### config.mk
export PLATFORM = sky130hd
export DESIGN_NAME = bridge_ddc_display_config
export DESIGN_NICKNAME = d
export VERILOG_FILES = /design/src/bridge_cfg_pkg.sv /design/src/line_sync.sv /design/src/glitch_filter.sv /design/src/bridge_ddc_display_config.sv
export SDC_FILE = /design/constraint.sdc
export NUM_CORES = 1
export LEC_CHECK = 0
export BUFFER_PORTS_ARGS = -buffer_cell sky130_fd_sc_hd__buf_4
export CORE_UTILIZATION = 45
export DETAILED_ROUTE_END_ITERATION = 7
export GPL_ROUTABILITY_DRIVEN = 0
export GPL_TIMING_DRIVEN = 0
export MAX_ROUTING_LAYER = met4
export PLACE_DENSITY = 0.66
export SETUP_SLACK_MARGIN = 0.15
export SLEW_MARGIN = 30
export SYNTH_ARGS = -nofsm -noshare
export SYNTH_HDL_FRONTEND = slang
export SYNTH_HIERARCHICAL = 1
export SYNTH_SLANG_ARGS = --single-unit
### constraint.sdc
create_clock -name pclk -period 8.84 [get_ports pclk]
set_clock_uncertainty 0.15 [all_clocks]
set_input_delay 0.442 -clock pclk [delete_from_list [all_inputs] [get_ports pclk]]
set_output_delay 0.442 -clock pclk [all_outputs]
set_load 0.1 [all_outputs]
### src/bridge_cfg_pkg.sv
/*
 * Shared constants for the bridge configuration block: register indices,
 * field positions, reset values, timing counts and the DDC slave states.
 * Assumes a single 250 MHz register clock.
 */
package bridge_cfg_pkg;
	localparam int unsigned CLK_NS = 4;
	localparam int unsigned APB_AW = 12;

	// Register indices; byte address is four times the index
	localparam logic [9:0] IDX_BRIDGE_STATUS = 10'h050;
	localparam logic [9:0] IDX_SLAVE_ADDR = 10'h051;
	localparam logic [9:0] IDX_TIMING0    = 10'h052;
	localparam logic [9:0] IDX_TIMING1    = 10'h053;
	localparam logic [9:0] IDX_BRIDGE_CFG = 10'h054;
	localparam logic [9:0] IDX_IRQ_STS    = 10'h056;
	localparam logic [9:0] IDX_IRQ_MASK   = 10'h057;

	// Reset values
	localparam logic [6:0] SLAVE_ID_RST = 7'h50;
	localparam logic       WPROT_RST    = 1'b0;
	localparam logic [2:0] HOLD_RST     = 3'h1;
	localparam logic [3:0] FILT_RST     = 4'he;
	localparam logic [1:0] DLY_RST      = 2'h0;
	localparam logic [7:0] BRIDGE_RST   = 8'h00;
	localparam logic [2:0] MASK_RST     = 3'h0;

	// Field positions
	localparam int unsigned HOLD_LSB    = 4;
	localparam int unsigned BIT_EXT     = 7;
	localparam int unsigned BIT_INT_EN  = 6;
	localparam int unsigned BIT_REM_DIS = 5;
	localparam int unsigned BIT_INI_DIS = 4;
	localparam int unsigned BIT_PRT_DIS = 3;
	localparam int unsigned BIT_TDM     = 2;
	localparam int unsigned BIT_LOCAL   = 1;
	localparam int unsigned BIT_AUX     = 0;
	localparam int unsigned STS_RX      = 6;
	localparam int unsigned STS_PRT     = 5;
	localparam int unsigned IRQ_RX      = 0;
	localparam int unsigned IRQ_PRT     = 1;
	localparam int unsigned IRQ_WREJ    = 2;

	// Timing steps in ns and derived cycle counts
	localparam int unsigned HOLD_STEP_NS = 40;
	localparam int unsigned FILT_STEP_NS = 5;
	localparam int unsigned DLY_BASE_NS  = 240;
	localparam int unsigned DLY_STEP_NS  = 40;
	localparam int unsigned HOLD_STEP_CYC = (HOLD_STEP_NS + CLK_NS - 1) / CLK_NS;
	localparam int unsigned DLY_BASE_CYC  = (DLY_BASE_NS + CLK_NS - 1) / CLK_NS;
	localparam int unsigned DLY_STEP_CYC  = (DLY_STEP_NS + CLK_NS - 1) / CLK_NS;
	localparam logic [1:0]  STRAP_LOAD_CNT = 2'h2;

	typedef enum logic [6:0] {
		S_IDLE  = 7'b0000001,
		S_ADDR  = 7'b0000010,
		S_AACK  = 7'b0000100,
		S_WDATA = 7'b0001000,
		S_WACK  = 7'b0010000,
		S_RDATA = 7'b0100000,
		S_RACK  = 7'b1000000
	} ddc_state_t;
endpackage

### src/line_sync.sv
/*
 * Two-flop synchroniser for a pin.
 * Assumes the pin is asynchronous to clk; only the second stage is read.
 */
`timescale 1ns/1ns
`default_nettype none
module line_sync #(
	parameter bit RST_VAL = 1'b1
) (
	// Clock and reset
	input  wire logic clk,
	input  wire logic rst_n,
	// Pin and synchronised level
	input  wire logic din,
	output var  logic dout_q
);
	logic meta_q;

	always_ff @(posedge clk or negedge rst_n) begin
		if (!rst_n) begin
			meta_q <= RST_VAL;
			dout_q <= RST_VAL;
		end else begin
			meta_q <= din;
			dout_q <= meta_q;
		end
	end
endmodule
`default_nettype wire

### src/glitch_filter.sv
/*
 * Glitch filter: output follows input only after it has differed
 * for thr+1 cycles. Assumes din is already synchronised.
 */
`timescale 1ns/1ns
`default_nettype none
module glitch_filter (
	// Clock and reset
	input  wire logic       clk,
	input  wire logic       rst_n,
	// Line and threshold in cycles
	input  wire logic       din,
	input  wire logic [4:0] thr,
	output var  logic       dout_q
);
	logic [4:0] cnt_q;

	always_ff @(posedge clk or negedge rst_n) begin
		if (!rst_n) begin
			cnt_q  <= 5'h00;
			dout_q <= 1'b1;
		end else if (din == dout_q) begin
			cnt_q <= 5'h00;
		end else if (cnt_q >= thr) begin
			dout_q <= din;
			cnt_q  <= 5'h00;
		end else begin
			cnt_q <= cnt_q + 5'h01;
		end
	end
endmodule
`default_nettype wire

### src/bridge_ddc_display_config.sv
/*
 * Bridge configuration register bank with its display-identification
 * DDC slave front end, strap capture and interrupt reporting.
 * Assumes an APB master on pclk, an identification memory that presents
 * the next read byte on id_rd_data and accepts id_wr_valid pulses, and
 * DDC pins driven open-drain by an external pad.
 */
// The APB interface to the registers was left to the implementer.
`timescale 1ns/1ns
`default_nettype none
module bridge_ddc_display_config (
	// Clock and reset
	input  wire logic                              pclk,
	input  wire logic                              presetn,
	// APB slave
	input  wire logic                              psel,
	input  wire logic                              penable,
	input  wire logic                              pwrite,
	input  wire logic [bridge_cfg_pkg::APB_AW-1:0] paddr,
	input  wire logic [31:0]                       pwdata,
	input  wire logic [3:0]                        pstrb,
	output var  logic [31:0]                       prdata,
	output var  logic                              pready,
	output var  logic                              pslverr,
	// DDC pins
	input  wire logic                              display_channel_clock,
	input  wire logic                              display_channel_data_in,
	output var  logic                              display_channel_data_out,
	output var  logic                              display_channel_data_oe_n,
	// Identification memory port
	input  wire logic [7:0]                        id_rd_data,
	output var  logic                              id_rd_next,
	output var  logic                              id_xfer_start,
	output var  logic                              id_xfer_read,
	output var  logic                              id_wr_valid,
	output var  logic [7:0]                        id_wr_data,
	// Straps
	input  wire logic                              strap_pin_a,
	input  wire logic                              strap_pin_b,
	// Interrupt sources and pin
	input  wire logic                              rx_irq_pending,
	input  wire logic                              protection_tx_irq_pending,
	output var  logic                              interrupt_out_n,
	// Bridge control
	output var  logic                              external_control_select,
	output var  logic                              receiver_auto_init_en,
	output var  logic                              protection_auto_setup_en,
	output var  logic                              remote_id_load_en,
	output var  logic                              audio_tdm_en,
	output var  logic                              audio_local_sel,
	output var  logic                              aux_audio_en
);
	import bridge_cfg_pkg::*;

	logic [6:0]  slave_id_q;
	logic        wprot_q;
	logic [2:0]  hold_q;
	logic [3:0]  filt_q;
	logic [1:0]  dly_q;
	logic [7:0]  bridge_q;
	logic [2:0]  irq_sts_q;
	logic [2:0]  irq_mask_q;
	logic [2:0]  irq_evt;
	logic        irq_q;
	logic        rx_prev_q;
	logic        prt_prev_q;
	logic [1:0]  strap_cnt_q;
	logic        strap_done_q;
	logic        strap_a_s;
	logic        strap_b_s;
	logic        scl_s;
	logic        sda_s;
	logic        scl_f;
	logic        sda_f;
	logic        scl_prev_q;
	logic        sda_prev_q;
	logic [4:0]  filt_thr;
	logic [6:0]  hold_thr;
	logic [6:0]  dly_thr;
	logic        scl_rise;
	logic        scl_fall;
	logic        cond_pend_q;
	logic        cond_stop_q;
	logic [6:0]  hold_cnt_q;
	logic        cond_ok;
	logic        start_det;
	logic        stop_det;
	ddc_state_t  state_q;
	logic [3:0]  bit_cnt_q;
	logic [7:0]  shift_q;
	logic        mack_q;
	logic        drive_tgt_q;
	logic        sda_drive_q;
	logic [6:0]  dly_cnt_q;
	logic        wr_reject_q;
	logic        addr_hit;
	logic [9:0]  idx;
	logic        aligned;
	logic        mapped;
	logic        setup_ph;
	logic        wr_acc;
	logic [31:0] rdata;

	// Pins cross into pclk before anything looks at them
	line_sync #(.RST_VAL(1'b1)) u_sync_scl (.clk(pclk), .rst_n(presetn), .din(display_channel_clock),
		.dout_q(scl_s));
	line_sync #(.RST_VAL(1'b1)) u_sync_sda (.clk(pclk), .rst_n(presetn), .din(display_channel_data_in),
		.dout_q(sda_s));
	line_sync #(.RST_VAL(1'b0)) u_sync_sta (.clk(pclk), .rst_n(presetn), .din(strap_pin_a),
		.dout_q(strap_a_s));
	line_sync #(.RST_VAL(1'b0)) u_sync_stb (.clk(pclk), .rst_n(presetn), .din(strap_pin_b),
		.dout_q(strap_b_s));

	// Depth in 5 ns units, rounded up to whole cycles
	assign filt_thr = 5'((7'(filt_q) * 7'(FILT_STEP_NS) + 7'(CLK_NS - 1)) / 7'(CLK_NS));
	assign hold_thr = 7'(hold_q) * 7'(HOLD_STEP_CYC);
	assign dly_thr  = 7'(DLY_BASE_CYC) + 7'(dly_q) * 7'(DLY_STEP_CYC);

	glitch_filter u_filt_scl (.clk(pclk), .rst_n(presetn), .din(scl_s), .thr(filt_thr), .dout_q(scl_f));
	glitch_filter u_filt_sda (.clk(pclk), .rst_n(presetn), .din(sda_s), .thr(filt_thr), .dout_q(sda_f));

	always_ff @(posedge pclk or negedge presetn) begin
		if (!presetn) begin
			scl_prev_q <= 1'b1;
			sda_prev_q <= 1'b1;
		end else begin
			scl_prev_q <= scl_f;
			sda_prev_q <= sda_f;
		end
	end

	assign scl_rise = scl_f & ~scl_prev_q;
	assign scl_fall = ~scl_f & scl_prev_q;

	// Start/stop is taken only once data has held its new level with clock high
	always_ff @(posedge pclk or negedge presetn) begin
		if (!presetn) begin
			cond_pend_q <= 1'b0;
			cond_stop_q <= 1'b0;
			hold_cnt_q  <= 7'h00;
		end else if (scl_f && scl_prev_q && sda_f != sda_prev_q) begin
			cond_pend_q <= 1'b1;
			cond_stop_q <= sda_f;
			hold_cnt_q  <= 7'h00;
		end else if (cond_pend_q) begin
			if (!scl_f || sda_f != cond_stop_q || hold_cnt_q >= hold_thr) begin
				cond_pend_q <= 1'b0;
			end else begin
				hold_cnt_q <= hold_cnt_q + 7'h01;
			end
		end
	end

	assign cond_ok   = cond_pend_q & scl_f & (sda_f == cond_stop_q) & (hold_cnt_q >= hold_thr);
	assign start_det = cond_ok & ~cond_stop_q;
	assign stop_det  = cond_ok & cond_stop_q;
	assign addr_hit  = shift_q[7:1] == slave_id_q;

	// DDC slave sequencing; data changes are decided on clock fall
	always_ff @(posedge pclk or negedge presetn) begin
		if (!presetn) begin
			state_q       <= S_IDLE;
			bit_cnt_q     <= 4'h0;
			shift_q       <= 8'h00;
			mack_q        <= 1'b0;
			drive_tgt_q   <= 1'b0;
			id_xfer_read  <= 1'b0;
			id_wr_data    <= 8'h00;
			id_xfer_start <= 1'b0;
			id_wr_valid   <= 1'b0;
			id_rd_next    <= 1'b0;
			wr_reject_q   <= 1'b0;
		end else begin
			id_xfer_start <= 1'b0;
			id_wr_valid   <= 1'b0;
			id_rd_next    <= 1'b0;
			wr_reject_q   <= 1'b0;
			if (start_det) begin
				state_q     <= S_ADDR;
				bit_cnt_q   <= 4'h0;
				drive_tgt_q <= 1'b0;
			end else if (stop_det) begin
				state_q     <= S_IDLE;
				drive_tgt_q <= 1'b0;
			end else if (scl_rise) begin
				if (state_q == S_ADDR || state_q == S_WDATA) begin
					shift_q   <= {shift_q[6:0], sda_f};
					bit_cnt_q <= bit_cnt_q + 4'h1;
				end
				if (state_q == S_RACK) begin
					mack_q <= ~sda_f;
				end
			end else if (scl_fall) begin
				unique case (state_q)
					S_IDLE: begin
						drive_tgt_q <= 1'b0;
					end
					S_ADDR: begin
						if (bit_cnt_q == 4'h8) begin
							if (addr_hit && (shift_q[0] || !wprot_q)) begin
								state_q       <= S_AACK;
								drive_tgt_q   <= 1'b1;
								id_xfer_read  <= shift_q[0];
								id_xfer_start <= 1'b1;
							end else begin
								state_q     <= S_IDLE;
								wr_reject_q <= addr_hit;
							end
						end
					end
					S_WDATA: begin
						if (bit_cnt_q == 4'h8) begin
							state_q     <= S_WACK;
							drive_tgt_q <= 1'b1;
							id_wr_valid <= 1'b1;
							id_wr_data  <= shift_q;
						end
					end
					S_RDATA: begin
						if (bit_cnt_q == 4'h8) begin
							state_q     <= S_RACK;
							drive_tgt_q <= 1'b0;
						end else begin
							drive_tgt_q <= ~shift_q[7];
							shift_q     <= {shift_q[6:0], 1'b0};
							bit_cnt_q   <= bit_cnt_q + 4'h1;
						end
					end
					S_WACK: begin
						state_q     <= S_WDATA;
						bit_cnt_q   <= 4'h0;
						drive_tgt_q <= 1'b0;
					end
					S_AACK, S_RACK: begin
						if ((state_q == S_AACK && id_xfer_read) || (state_q == S_RACK && mack_q)) begin
							state_q     <= S_RDATA;
							shift_q     <= {id_rd_data[6:0], 1'b0};
							drive_tgt_q <= ~id_rd_data[7];
							bit_cnt_q   <= 4'h1;
							id_rd_next  <= 1'b1;
						end else begin
							state_q     <= (state_q == S_AACK) ? S_WDATA : S_IDLE;
							bit_cnt_q   <= 4'h0;
							drive_tgt_q <= 1'b0;
						end
					end
				endcase
			end
		end
	end

	// Output delay counts from the filtered clock fall
	always_ff @(posedge pclk or negedge presetn) begin
		if (!presetn) begin
			dly_cnt_q   <= 7'h00;
			sda_drive_q <= 1'b0;
		end else if (start_det || stop_det) begin
			dly_cnt_q   <= 7'h00;
			sda_drive_q <= 1'b0;
		end else if (scl_fall) begin
			dly_cnt_q <= dly_thr;
		end else if (dly_cnt_q != 7'h00) begin
			dly_cnt_q <= dly_cnt_q - 7'h01;
			if (dly_cnt_q == 7'h01) begin
				sda_drive_q <= drive_tgt_q;
			end
		end
	end

	assign display_channel_data_out  = 1'b0;
	assign display_channel_data_oe_n = ~sda_drive_q;

	// APB decode; registers sit at four times their index
	assign idx      = paddr[11:2];
	assign aligned  = paddr[1:0] == 2'h0;
	assign mapped   = aligned && (idx == IDX_BRIDGE_STATUS || idx == IDX_SLAVE_ADDR || idx == IDX_TIMING0 ||
		idx == IDX_TIMING1 || idx == IDX_BRIDGE_CFG || idx == IDX_IRQ_STS || idx == IDX_IRQ_MASK);
	assign setup_ph = psel & ~penable;
	assign wr_acc   = psel & penable & pwrite & pstrb[0] & mapped;
	assign pready   = psel & penable;
	assign pslverr  = psel & penable & ~mapped;

	always_comb begin
		rdata = 32'h0000_0000;
		if (aligned) begin
			unique case (idx)
				IDX_BRIDGE_STATUS: begin
					rdata[STS_RX]  = rx_irq_pending;
					rdata[STS_PRT] = protection_tx_irq_pending;
				end
				IDX_SLAVE_ADDR: rdata[7:0] = {slave_id_q, wprot_q};
				IDX_TIMING0:    rdata[7:0] = {1'b0, hold_q, filt_q};
				IDX_TIMING1:    rdata[7:0] = {6'h00, dly_q};
				IDX_BRIDGE_CFG: rdata[7:0] = bridge_q;
				IDX_IRQ_STS:    rdata[2:0] = irq_sts_q;
				IDX_IRQ_MASK:   rdata[2:0] = irq_mask_q;
				default:        rdata = 32'h0000_0000;
			endcase
		end
	end

	// Read data is captured in setup so it comes from a flop in access
	always_ff @(posedge pclk or negedge presetn) begin
		if (!presetn) begin
			prdata <= 32'h0000_0000;
		end else if (setup_ph) begin
			prdata <= pwrite ? 32'h0000_0000 : rdata;
		end
	end

	always_ff @(posedge pclk or negedge presetn) begin
		if (!presetn) begin
			slave_id_q <= SLAVE_ID_RST;
			wprot_q    <= WPROT_RST;
			hold_q     <= HOLD_RST;
			filt_q     <= FILT_RST;
			dly_q      <= DLY_RST;
			irq_mask_q <= MASK_RST;
		end else if (wr_acc) begin
			unique case (idx)
				IDX_SLAVE_ADDR: {slave_id_q, wprot_q} <= pwdata[7:0];
				IDX_TIMING0:    {hold_q, filt_q} <= pwdata[6:0];
				IDX_TIMING1:    dly_q <= pwdata[1:0];
				IDX_IRQ_MASK:   irq_mask_q <= pwdata[2:0];
				default:        irq_mask_q <= irq_mask_q;
			endcase
		end
	end

	// Straps are caught once the synchronisers hold the pin levels
	always_ff @(posedge pclk or negedge presetn) begin
		if (!presetn) begin
			strap_cnt_q  <= 2'h0;
			strap_done_q <= 1'b0;
			bridge_q     <= BRIDGE_RST;
		end else if (!strap_done_q) begin
			strap_cnt_q <= strap_cnt_q + 2'h1;
			if (strap_cnt_q == STRAP_LOAD_CNT) begin
				strap_done_q         <= 1'b1;
				bridge_q[BIT_EXT]     <= strap_b_s;
				bridge_q[BIT_REM_DIS] <= strap_b_s;
				bridge_q[BIT_AUX]     <= strap_a_s;
			end
		end else if (wr_acc && idx == IDX_BRIDGE_CFG) begin
			bridge_q <= pwdata[7:0];
		end
	end

	// Bridge control enables
	always_ff @(posedge pclk or negedge presetn) begin
		if (!presetn) begin
			external_control_select  <= 1'b0;
			receiver_auto_init_en    <= 1'b0;
			protection_auto_setup_en <= 1'b0;
			remote_id_load_en        <= 1'b0;
			audio_tdm_en             <= 1'b0;
			audio_local_sel          <= 1'b0;
			aux_audio_en             <= 1'b0;
		end else begin
			external_control_select  <= bridge_q[BIT_EXT];
			receiver_auto_init_en    <= strap_done_q & ~bridge_q[BIT_EXT] & ~bridge_q[BIT_INI_DIS];
			protection_auto_setup_en <= strap_done_q & ~bridge_q[BIT_EXT] & ~bridge_q[BIT_PRT_DIS];
			remote_id_load_en        <= strap_done_q & ~bridge_q[BIT_REM_DIS];
			audio_tdm_en             <= bridge_q[BIT_TDM];
			audio_local_sel          <= bridge_q[BIT_LOCAL];
			aux_audio_en             <= bridge_q[BIT_AUX];
		end
	end

	// Sticky events; a read clears only what it returned, so set wins
	assign irq_evt[IRQ_RX]   = rx_irq_pending & ~rx_prev_q;
	assign irq_evt[IRQ_PRT]  = protection_tx_irq_pending & ~prt_prev_q;
	assign irq_evt[IRQ_WREJ] = wr_reject_q;

	always_ff @(posedge pclk or negedge presetn) begin
		if (!presetn) begin
			rx_prev_q  <= 1'b0;
			prt_prev_q <= 1'b0;
			irq_sts_q  <= 3'h0;
			irq_q      <= 1'b0;
		end else begin
			rx_prev_q  <= rx_irq_pending;
			prt_prev_q <= protection_tx_irq_pending;
			if (pready && !pwrite && aligned && idx == IDX_IRQ_STS) begin
				irq_sts_q <= (irq_sts_q & ~prdata[2:0]) | irq_evt;
			end else begin
				irq_sts_q <= irq_sts_q | irq_evt;
			end
			irq_q <= |(irq_sts_q & irq_mask_q & {2'b11, bridge_q[BIT_INT_EN]});
		end
	end

	assign interrupt_out_n = ~irq_q;
endmodule
`default_nettype wire

==> results of run 1 <==
## final timing paths
path                       slack, ns                 to              start
max                             5.32         state_q[6]          hold_q[2]
min                             0.11        bridge_q[7]          pwdata[7]
max reg2reg                     5.32         state_q[6]          hold_q[2]
min reg2reg                     0.20  u_sync_sta/dout_q  u_sync_sta/meta_q
max in group asynchronous       7.43  u_filt_scl/dout_q            presetn
min in group asynchronous       0.39         id_rd_next            presetn
## power breakdown
part	leakage, nW	switching [mW]	internal [mW]
combinational	2.22	0.281	0.175
sequential	1.59	0.0532	0.625
clock	0.290	0.265	0.451
## critical path: cells and delay by family, from the launching register on
family          cells  cell delay [ns]
simple gates        1             0.23
buf+inv             3             0.95
compound gates      3             0.72
flops               1             0.41
fa+ha+maj           4             0.93
## through the flow
step | worst slack, ns | power, mW
after floorplan | 5.59 | 1.02
after global placement | 5.39 | 1.12
after detailed placement | 5.37 | 1.14
after CTS | 5.37 | 1.86
after global routing | 5.10 | 1.94
final | 5.32 | 1.85
## final cells by class
type | count | area (um^2) | area share
Multi-Input combinational cell | 494 | 3710 | 0.420
Sequential cell | 125 | 3150 | 0.356
Timing Repair Buffer | 75 | 608 | 0.0688
Clock buffer | 19 | 443 | 0.0501
Buffer | 50 | 310 | 0.0351
Tap cell | 216 | 270 | 0.0306
Inverter | 48 | 180 | 0.0204
Clock inverter | 13 | 163 | 0.0184
## what timing repair did
item	in CTS	in global routing
hold buffers	7	0
gates resized for setup	0	0
hold endpoints to repair	57	0
setup endpoints to repair	0	0
## kinds of logic after synthesis
group / after synthesis
buffers and inverters: 98
flip-flops: 125
AND/OR/NAND/NOR: 192
AO/OA/AOI/OAI: 144
XOR/XNOR: 32
multiplexers: 59
adder cells (fa/ha/maj): 42
other: 1
## sequential cells by signal, indices dropped and copies added, names as in the netlist, 2 cells and up
register          count
filt_q                4
dly_cnt_q             7
u_filt_scl/cnt_q      5
dly_q                 2
bridge_q              8
state_q               7
bit_cnt_q             4
slave_id_q            7
shift_q               8
strap_cnt_q           2
hold_cnt_q            7
id_wr_data            8
irq_sts_q             3
prdata                8
irq_mask_q            3
u_filt_sda/cnt_q      5
hold_q                3
## layout by cell type (no fill, tap or decap), types with 12 or more instances in the layout
master                      instances
sky130_fd_sc_hd__dfrtp_1          110
sky130_fd_sc_hd__buf_4             91
sky130_fd_sc_hd__inv_1             48
sky130_fd_sc_hd__mux2_2            47
sky130_fd_sc_hd__ha_1              40
sky130_fd_sc_hd__o21ai_0           35
sky130_fd_sc_hd__nor2_1            32
sky130_fd_sc_hd__nand2_1           32
sky130_fd_sc_hd__conb_1            25
sky130_fd_sc_hd__nor3_1            20
sky130_fd_sc_hd__nand3_1           18
sky130_fd_sc_hd__a21oi_1           18
sky130_fd_sc_hd__xnor2_1           17
sky130_fd_sc_hd__clkbuf_16         17
sky130_fd_sc_hd__clkbuf_1          16
sky130_fd_sc_hd__xor2_1            15
sky130_fd_sc_hd__dfstp_2           15
sky130_fd_sc_hd__nand2b_1          14
sky130_fd_sc_hd__mux2i_1           12
## per-layer routing
metal | global-route usage | up-vias | wire (um)
met3 | 0.0549 | 26 | 997
met4 | 0.0678 | 0 | 244
met1 | 0.278 | 2812 | 7430
met2 | 0.362 | 198 | 8340
li1 | - | 2701 | -
met5 | - | - | 0
==> flow_summary.html, run 1 <==
<table>
<tr><th>Metric</th><th>Value</th></tr>
<tr><th colspan="2">Route</th></tr>
<tr><td>Via total after detailed routing</td><td>about 5700</td></tr>
<tr><td>Drt first-iter violations</td><td>between 300 and 400</td></tr>
<tr><td>Number of remaining DRC errors</td><td>0</td></tr>
<tr><td>Average wire length per cell after detail routing</td><td>approximately 16 um</td></tr>
<tr><td>Number of iterations in the first detailed-routing pass</td><td>5</td></tr>
<tr><td>Routed vias/inst</td><td>between 5 and 6</td></tr>
<tr><td>Total detailed-routing wirelength</td><td>approximately 17 mm</td></tr>
<tr><td>Detail Route Antenna Nets</td><td>0</td></tr>
<tr><th colspan="2">Place</th></tr>
<tr><td>Detail Placement HPWL</td><td>roughly 12 mm</td></tr>
<tr><td>Instance area after placement</td><td>a little over 8000 um^2</td></tr>
<tr><td>Count of port buffers added during placement</td><td>between 60 and 70</td></tr>
<tr><td>Dpl cells</td><td>~1000</td></tr>
<tr><th colspan="2">Floorplanning</th></tr>
<tr><td>Io pins</td><td>about 120</td></tr>
<tr><td>Cell Rows</td><td>46</td></tr>
<tr><td>Core box area</td><td>approximately 16000 um^2</td></tr>
<tr><td>Die span in x</td><td>about 130 um</td></tr>
<tr><td>Die area</td><td>approximately 17000 um^2</td></tr>
<tr><td>Vertical die dimension</td><td>129 um</td></tr>
<tr><td>Starting density of the core</td><td>0.459</td></tr>
<tr><th colspan="2">Logic synthesis</th></tr>
<tr><td>Proportion of synthesized area in mux cells</td><td>0.0895</td></tr>
<tr><td>Synth area leaders</td><td>sky130_fd_sc_hd__dfrtp_1 (38%), sky130_fd_sc_hd__mux2_2 (7.3%), sky130_fd_sc_hd__ha_1 (6.9%)</td></tr>
<tr><td>Portion of the post-synthesis area used by sequential elements</td><td>0.434</td></tr>
<tr><td>Fraction of registers with async set/reset</td><td>1.00</td></tr>
<tr><td>Netlist cell types</td><td>80</td></tr>
<tr><td>Most used DFF post-synth</td><td>sky130_fd_sc_hd__dfrtp_1</td></tr>
<tr><td>Compound-gate portion of the synthesized area</td><td>0.144</td></tr>
<tr><td>Post-synthesis simple-gate area fraction</td><td>0.153</td></tr>
<tr><td>Most used standard cell by instance count after synthesis</td><td>sky130_fd_sc_hd__dfrtp_1</td></tr>
<tr><td>Post-synthesis cell type with the largest combined area</td><td>sky130_fd_sc_hd__dfrtp_1</td></tr>
<tr><td>Number of enable flip-flop cells after synthesis</td><td>0</td></tr>
<tr><td>Post-synthesis area per instance</td><td>around 10 um^2</td></tr>
<tr><td>Leading cell types by count after synthesis</td><td>sky130_fd_sc_hd__dfrtp_1 (110), sky130_fd_sc_hd__inv_1 (48), sky130_fd_sc_hd__mux2_2 (47)</td></tr>
<tr><td>Cell area after technology mapping</td><td>about 7300 um^2</td></tr>
<tr><td>Adder and majority cell fraction of the synthesized area</td><td>0.0731</td></tr>
<tr><td>Gate count after technology mapping</td><td>693</td></tr>
<tr><td>Portion of synthesized cell area occupied by the leading cell type</td><td>0.379</td></tr>
<tr><td>Flip-flop and latch count after synthesis</td><td>125</td></tr>
<tr><td>Post-Synth XOR/XNOR Area</td><td>0.0386</td></tr>
<tr><td>Combinational family with the most area after synthesis</td><td>simple AND/OR/NAND/NOR gates</td></tr>
<tr><td>Syn. warnings</td><td>6</td></tr>
<tr><th colspan="2">Clock tree</th></tr>
<tr><td>Maximum buffer depth of the clock tree</td><td>2</td></tr>
<tr><td>Worst skew pair latency</td><td>roughly 0.43 ns</td></tr>
<tr><td>Maximum level of the CTS H-tree</td><td>4</td></tr>
<tr><td>Register clock-pin slew on the reported worst setup and hold paths</td><td>around 0.060 ns</td></tr>
<tr><td>Number of CTS-inserted buffers</td><td>17</td></tr>
<tr><td>CTS tree</td><td>yes</td></tr>
<tr><td>Clk root buf</td><td>sky130_fd_sc_hd__clkbuf_16</td></tr>
<tr><td>Clk sinks</td><td>~130</td></tr>
<tr><td>Number of post-CTS setup repair buffers</td><td>0</td></tr>
<tr><th colspan="2">Setup path</th></tr>
<tr><td>Worst Path Max Fanout</td><td>10</td></tr>
<tr><td>CP endpoint kind</td><td>register</td></tr>
<tr><td>Slowest stage cell on the critical path</td><td>sky130_fd_sc_hd__a21oi_1</td></tr>
<tr><td>Required time worst endpoint</td><td>about 9.0 ns</td></tr>
<tr><td>Slowest cell delay on critical path</td><td>roughly 0.49 ns</td></tr>
<tr><td>Cell repeated most along the worst path</td><td>sky130_fd_sc_hd__ha_1</td></tr>
<tr><td>List of cells traversed by the critical path</td><td>ha_1, ha_1, ha_1, inv_1, ha_1, and4_1, o31ai_2, a21oi_1, clkbuf_1, buf_1, a21oi_1</td></tr>
<tr><td>Crit Path Class</td><td>register to register</td></tr>
<tr><td>Startpoint types</td><td>register</td></tr>
<tr><td>Number of cells traversed by the worst register-to-register path</td><td>11</td></tr>
<tr><td>Worst EP arrival</td><td>about 3.7 ns</td></tr>
<tr><th colspan="2">STA</th></tr>
<tr><td>Final Max Tran Viols</td><td>0</td></tr>
<tr><td>Maximum frequency from static timing analysis</td><td>approximately 280 MHz</td></tr>
<tr><td>Setup repair after global routing missed its margin</td><td>false</td></tr>
<tr><td>Portion of the clock cycle consumed by the worst path in the final layout</td><td>0.398</td></tr>
<tr><td>Worst max-slew margin expressed relative to the limit</td><td>0.366</td></tr>
<tr><td>Time the final worst path needs with I/O delays and setup</td><td>3.52 ns</td></tr>
<tr><td>Pin slew with the least headroom to its limit</td><td>around 0.95 ns</td></tr>
<tr><td>Final-layout setup total negative slack</td><td>0 ns</td></tr>
<tr><td>Worst hold slack across all endpoints</td><td>0.111 ns</td></tr>
<tr><td>Count of endpoints failing setup in the final report</td><td>0</td></tr>
<tr><td>Final Hold Vio Count</td><td>0</td></tr>
<tr><th colspan="2">Final layout</th></tr>
<tr><td>Total Nets Final</td><td>about 920</td></tr>
<tr><td>Final-layout fill cell count</td><td>approximately 1400</td></tr>
<tr><td>Proportion of layout cells with a drive suffix above 1</td><td>0.269</td></tr>
<tr><td>Diode count</td><td>0</td></tr>
<tr><td>Final non-filler cell area</td><td>8830 um^2</td></tr>
<tr><td>Area growth, synth to finish</td><td>21.7%</td></tr>
<tr><td>Post-layout utilization of the core</td><td>0.558</td></tr>
<tr><td>Non-filler instance count after layout</td><td>around 1000</td></tr>
<tr><th colspan="2">Hold path</th></tr>
<tr><td>Number of cells traversed by the worst hold path</td><td>2</td></tr>
<tr><td>Worst Hold Class</td><td>primary input to register</td></tr>
<tr><th colspan="2">Global routing</th></tr>
<tr><td>Vias in the first global route</td><td>between 5000 and 6000</td></tr>
<tr><td>Total GRT Usage</td><td>0.224</td></tr>
<tr><td>Antenna violations before repair</td><td>0</td></tr>
<tr><td>Total grt overflow</td><td>0</td></tr>
<tr><td>Wire length of the first global-routing pass</td><td>between 20 and 30 mm</td></tr>
<tr><td>Maximum number of pins on one net before global-route repair</td><td>between 60 and 70</td></tr>
<tr><th colspan="2">Run</th></tr>
<tr><td>Maximum Capacitance Violations</td><td>0</td></tr>
<tr><th colspan="2">Power and ir drop</th></tr>
<tr><td>Power density over cell area</td><td>approximately 210 nW/um^2</td></tr>
<tr><td>Maximum resistive drop on vdd</td><td>about 150 uV</td></tr>
<tr><td>P_leak</td><td>4.10 nW</td></tr>
<tr><th colspan="2">Outcome</th></tr>
<tr><td>Status</td><td>complete, no violations</td></tr>
</table>
Note: power is estimated with default switching activity, not from simulation.
==> inputs of run 2 (changes only) <==
- ABC_AREA: not set -> 1
- PLACE_DENSITY: 0.66 -> 0.69
- clock period: 8.84 -> 3.18 ns (I/O delays scaled with it)
==> run 2 against run 1 <==
Non-clock buffer count rose by 5. Wire length shrank 6.4%. Via count rose by 3.7%. Critical path type unchanged.
==> flow_summary.html, run 2 <==
<table>
<tr><th>Metric</th><th>Value</th></tr>
<tr><th colspan="2">Power and ir drop</th></tr>
<tr><td>Maximum resistive drop on vdd</td><td>approximately 540 uV</td></tr>
<tr><td>Part of the power in registers</td><td>0.383</td></tr>
<tr><td>Internal cell power</td><td>around 3.3 mW</td></tr>
<tr><td>P_leak</td><td>around 4.7 nW</td></tr>
<tr><td>Combinational power share</td><td>0.208</td></tr>
<tr><td>Power density over cell area</td><td>540 nW/um^2</td></tr>
<tr><td>Clock group share of total power</td><td>0.409</td></tr>
<tr><td>Power dissipated by switching net loads</td><td>1.59 mW</td></tr>
<tr><td>Total design power</td><td>4.90 mW</td></tr>
<tr><td>Switching part of the total</td><td>0.325</td></tr>
<tr><th colspan="2">Final layout</th></tr>
<tr><td>Diode count</td><td>0</td></tr>
<tr><td>Top library cells by usage in the layout, fill and taps aside</td><td>sky130_fd_sc_hd__nand2_1 (188), sky130_fd_sc_hd__inv_1 (111), sky130_fd_sc_hd__dfrtp_1 (110), sky130_fd_sc_hd__buf_4 (96), sky130_fd_sc_hd__nand3_1 (75)</td></tr>
<tr><td>Final-layout fill cell count</td><td>1413</td></tr>
<tr><td>Most common cell after layout, fill and taps aside</td><td>sky130_fd_sc_hd__nand2_1</td></tr>
<tr><td>Post-layout utilization of the core</td><td>0.573</td></tr>
<tr><td>Proportion of layout cells with a drive suffix above 1</td><td>0.237</td></tr>
<tr><td>Area growth, synth to finish</td><td>24.9%</td></tr>
<tr><td>Total Nets Final</td><td>1114</td></tr>
<tr><td>Non-filler instance count after layout</td><td>1235</td></tr>
<tr><th colspan="2">STA</th></tr>
<tr><td>Pin slew with the least headroom to its limit</td><td>0.498 ns</td></tr>
<tr><td>Count of endpoints failing setup in the final report</td><td>0</td></tr>
<tr><td>Portion of the clock cycle consumed by the worst path in the final layout</td><td>0.899</td></tr>
<tr><td>Setup repair after global routing missed its margin</td><td>false</td></tr>
<tr><td>Time the final worst path needs with I/O delays and setup</td><td>between 2 and 3 ns</td></tr>
<tr><td>Final-layout setup total negative slack</td><td>0 ns</td></tr>
<tr><td>Final Max Tran Viols</td><td>0</td></tr>
<tr><td>Worst max-slew margin expressed relative to the limit</td><td>0.667</td></tr>
<tr><td>Final Hold Vio Count</td><td>0</td></tr>
<tr><td>Maximum frequency from static timing analysis</td><td>around 350 MHz</td></tr>
<tr><th colspan="2">Setup path</th></tr>
<tr><td>Worst R2R Setup Slack</td><td>between 0.3 and 0.4 ns</td></tr>
<tr><td>Worst Path Max Fanout</td><td>6</td></tr>
<tr><td>CP endpoint kind</td><td>register</td></tr>
<tr><td>Crit Path Class</td><td>register to register</td></tr>
<tr><td>Required time worst endpoint</td><td>roughly 3.4 ns</td></tr>
<tr><td>Startpoint types</td><td>register</td></tr>
<tr><td>Worst EP arrival</td><td>between 3 and 4 ns</td></tr>
<tr><th colspan="2">Logic synthesis</th></tr>
<tr><td>Post-synthesis area per instance</td><td>between 8 and 9 um^2</td></tr>
<tr><td>Cell area after technology mapping</td><td>between 7000 and 8000 um^2</td></tr>
<tr><td>Most used standard cell by instance count after synthesis</td><td>sky130_fd_sc_hd__nand2_1</td></tr>
<tr><td>Compound-gate portion of the synthesized area</td><td>0.0790</td></tr>
<tr><td>Most used DFF post-synth</td><td>sky130_fd_sc_hd__dfrtp_1</td></tr>
<tr><td>Leading cell types by count after synthesis</td><td>sky130_fd_sc_hd__nand2_1 (191), sky130_fd_sc_hd__inv_1 (111), sky130_fd_sc_hd__dfrtp_1 (110)</td></tr>
<tr><td>Post-Synth XOR/XNOR Area</td><td>0.0350</td></tr>
<tr><td>Post-synthesis cell type with the largest combined area</td><td>sky130_fd_sc_hd__dfrtp_1</td></tr>
<tr><td>Portion of synthesized cell area occupied by the leading cell type</td><td>0.379</td></tr>
<tr><td>Combinational family with the most area after synthesis</td><td>simple AND/OR/NAND/NOR gates</td></tr>
<tr><td>Post-synthesis simple-gate area fraction</td><td>0.282</td></tr>
<tr><td>Number of enable flip-flop cells after synthesis</td><td>0</td></tr>
<tr><td>Gate count after technology mapping</td><td>between 800 and 900</td></tr>
<tr><td>Adder and majority cell fraction of the synthesized area</td><td>0.0716</td></tr>
<tr><td>Proportion of synthesized area in mux cells</td><td>0</td></tr>
<tr><td>Syn. warnings</td><td>6</td></tr>
<tr><td>Flip-flop and latch count after synthesis</td><td>approximately 130</td></tr>
<tr><td>Synth area leaders</td><td>sky130_fd_sc_hd__dfrtp_1 (38%), sky130_fd_sc_hd__nand2_1 (9.9%), sky130_fd_sc_hd__ha_1 (6.9%)</td></tr>
<tr><td>Portion of the post-synthesis area used by sequential elements</td><td>0.433</td></tr>
<tr><td>Fraction of registers with async set/reset</td><td>1.00</td></tr>
<tr><td>Netlist cell types</td><td>50</td></tr>
<tr><th colspan="2">Clock tree</th></tr>
<tr><td>Maximum buffer depth of the clock tree</td><td>2</td></tr>
<tr><td>Clk sinks</td><td>approximately 130</td></tr>
<tr><td>CTS tree</td><td>yes</td></tr>
<tr><td>Clk root buf</td><td>sky130_fd_sc_hd__clkbuf_16</td></tr>
<tr><td>Maximum level of the CTS H-tree</td><td>4</td></tr>
<tr><td>Register clock-pin slew on the reported worst setup and hold paths</td><td>~0.06 ns</td></tr>
<tr><td>Worst skew pair latency</td><td>between 0.4 and 0.5 ns</td></tr>
<tr><td>Number of CTS-inserted buffers</td><td>17</td></tr>
<tr><th colspan="2">Route</th></tr>
<tr><td>Drt first-iter violations</td><td>334</td></tr>
<tr><td>Number of remaining DRC errors</td><td>0</td></tr>
<tr><td>Routed vias/inst</td><td>4.82</td></tr>
<tr><td>Detail Route Antenna Nets</td><td>0</td></tr>
<tr><td>Number of iterations in the first detailed-routing pass</td><td>5</td></tr>
<tr><td>Via total after detailed routing</td><td>5951</td></tr>
<tr><td>Average wire length per cell after detail routing</td><td>between 10 and 15 um</td></tr>
<tr><td>Total detailed-routing wirelength</td><td>around 16 mm</td></tr>
<tr><th colspan="2">Floorplanning</th></tr>
<tr><td>Die area</td><td>about 17000 um^2</td></tr>
<tr><td>Vertical die dimension</td><td>around 130 um</td></tr>
<tr><td>Die span in x</td><td>129 um</td></tr>
<tr><td>Starting density of the core</td><td>0.459</td></tr>
<tr><td>Cell Rows</td><td>46</td></tr>
<tr><td>Io pins</td><td>123</td></tr>
<tr><td>Core box area</td><td>15800 um^2</td></tr>
<tr><th colspan="2">Global routing</th></tr>
<tr><td>Total GRT Usage</td><td>0.215</td></tr>
<tr><td>Maximum number of pins on one net before global-route repair</td><td>between 80 and 90</td></tr>
<tr><td>Antenna violations before repair</td><td>0</td></tr>
<tr><td>Vias in the first global route</td><td>around 5700</td></tr>
<tr><td>Wire length of the first global-routing pass</td><td>~27 mm</td></tr>
<tr><td>Total grt overflow</td><td>0</td></tr>
<tr><th colspan="2">Outcome</th></tr>
<tr><td>Status</td><td>complete, no violations</td></tr>
<tr><th colspan="2">Hold path</th></tr>
<tr><td>Worst Hold Class</td><td>primary input to register</td></tr>
<tr><th colspan="2">Place</th></tr>
<tr><td>Count of port buffers added during placement</td><td>70</td></tr>
<tr><td>Detail Placement HPWL</td><td>approximately 12 mm</td></tr>
<tr><td>Dpl cells</td><td>~1200</td></tr>
<tr><th colspan="2">Run</th></tr>
<tr><td>Maximum Capacitance Violations</td><td>0</td></tr>
</table>
-- run 2: cell count changes after synthesis, sizes merged, moves of 19 or more --
| cell | delta |
|---|---|
| inv | +76 |
| mux2 | -47 |
| nand2 | +177 |
| nand3 | +65 |
| nand4 | +21 |
| nor2 | +46 |
| o21ai | +19 |
-- run 2: through the flow --
step	hold slack [ns]	setup slack (ns)	cell area [um^2]
2_1_floorplan	-0.287	0.500	7360
5_1_grt	0.0664	0.155	9080
3_3_place_gp	0.118	0.283	8150
6_report	0.0413	0.322	9080
4_1_cts	0.0363	0.226	9030
3_5_place_dp	-0.0905	0.226	8190
-- run 2: final cells by class --
class                      count  area [um^2]  share of cell area
multi-input combinational    606         3530               0.389
sequential                   125         3150               0.347
timing repair buffer          95          798              0.0880
inverter                     126          473              0.0521
clock buffer                  18          439              0.0484
tap                          216          270              0.0298
buffer                        35          248              0.0273
clock inverter                14          173              0.0190
-- run 2: kinds of logic after synthesis --
kind of cell               after synthesis
other                                    1
DFF                                    125
buffers and inverters                  161
xor gates and xnor gates                29
AOI/OAI and AO/OA                       91
adders and majority gates               41
and+or+nand+nor                        420
-- run 2: path summary, 6_finish.rpt --
path                                    from             endpoint  depth (start not counted)
hold reg to reg            u_sync_stb/meta_q    u_sync_stb/dout_q                          0
hold / removal                      paddr[0]          bridge_q[6]                          5
max in group asynchronous            presetn            filt_q[3]                          3
min in group asynchronous            presetn             dly_q[0]                          2
setup reg to reg                   filt_q[1]  u_filt_scl/cnt_q[4]                         12
setup / recovery                   filt_q[1]  u_filt_scl/cnt_q[4]                         12
-- run 2: layer usage --
| metal | vias to the layer above | track usage | wire length (um) |
|---|---|---|---|
| met5 | - | - | 0 |
| met4 | 0 | 0.0644 | 215 |
| met3 | 20 | 0.0446 | 548 |
| met2 | 102 | 0.346 | 7880 |
| met1 | 2791 | 0.272 | 7290 |
| li1 | 3038 | - | - |
-- run 2: power groups by stage --
stage / Combinational [mW] / Clock (mW) / Sequential [mW]
floorplan: 0.773 / 0 / 1.89
finish: 1.02 / 2.00 / 1.88
global placement: 0.974 / 0 / 1.90
CTS: 1.02 / 2.03 / 1.88
global route: 1.14 / 2.10 / 1.90
detailed placement: 0.994 / 0 / 1.91
-- run 2: what timing repair did --
action                                 4_1_cts  5_1_grt
setup endpoints to repair                    0       30
setup buffers                                0        1
hold buffers                                23        0
endpoints found under the hold margin      157        0
resized for setup                            0        9
-- run 2: critical path: stages, from the launching register on --
cell and delay, ns:
sky130_fd_sc_hd__dfstp_2 0.59, sky130_fd_sc_hd__ha_1 0.25, sky130_fd_sc_hd__ha_1 0.20, sky130_fd_sc_hd__ha_1 0.31
sky130_fd_sc_hd__a31o_2 0.25, sky130_fd_sc_hd__xor2_1 0.18, sky130_fd_sc_hd__inv_1 0.07, sky130_fd_sc_hd__ha_1 0.30
sky130_fd_sc_hd__nand2_2 0.08, sky130_fd_sc_hd__inv_1 0.05, sky130_fd_sc_hd__nand2_2 0.10, sky130_fd_sc_hd__nand4_4 0.14
sky130_fd_sc_hd__nor2_2 0.13
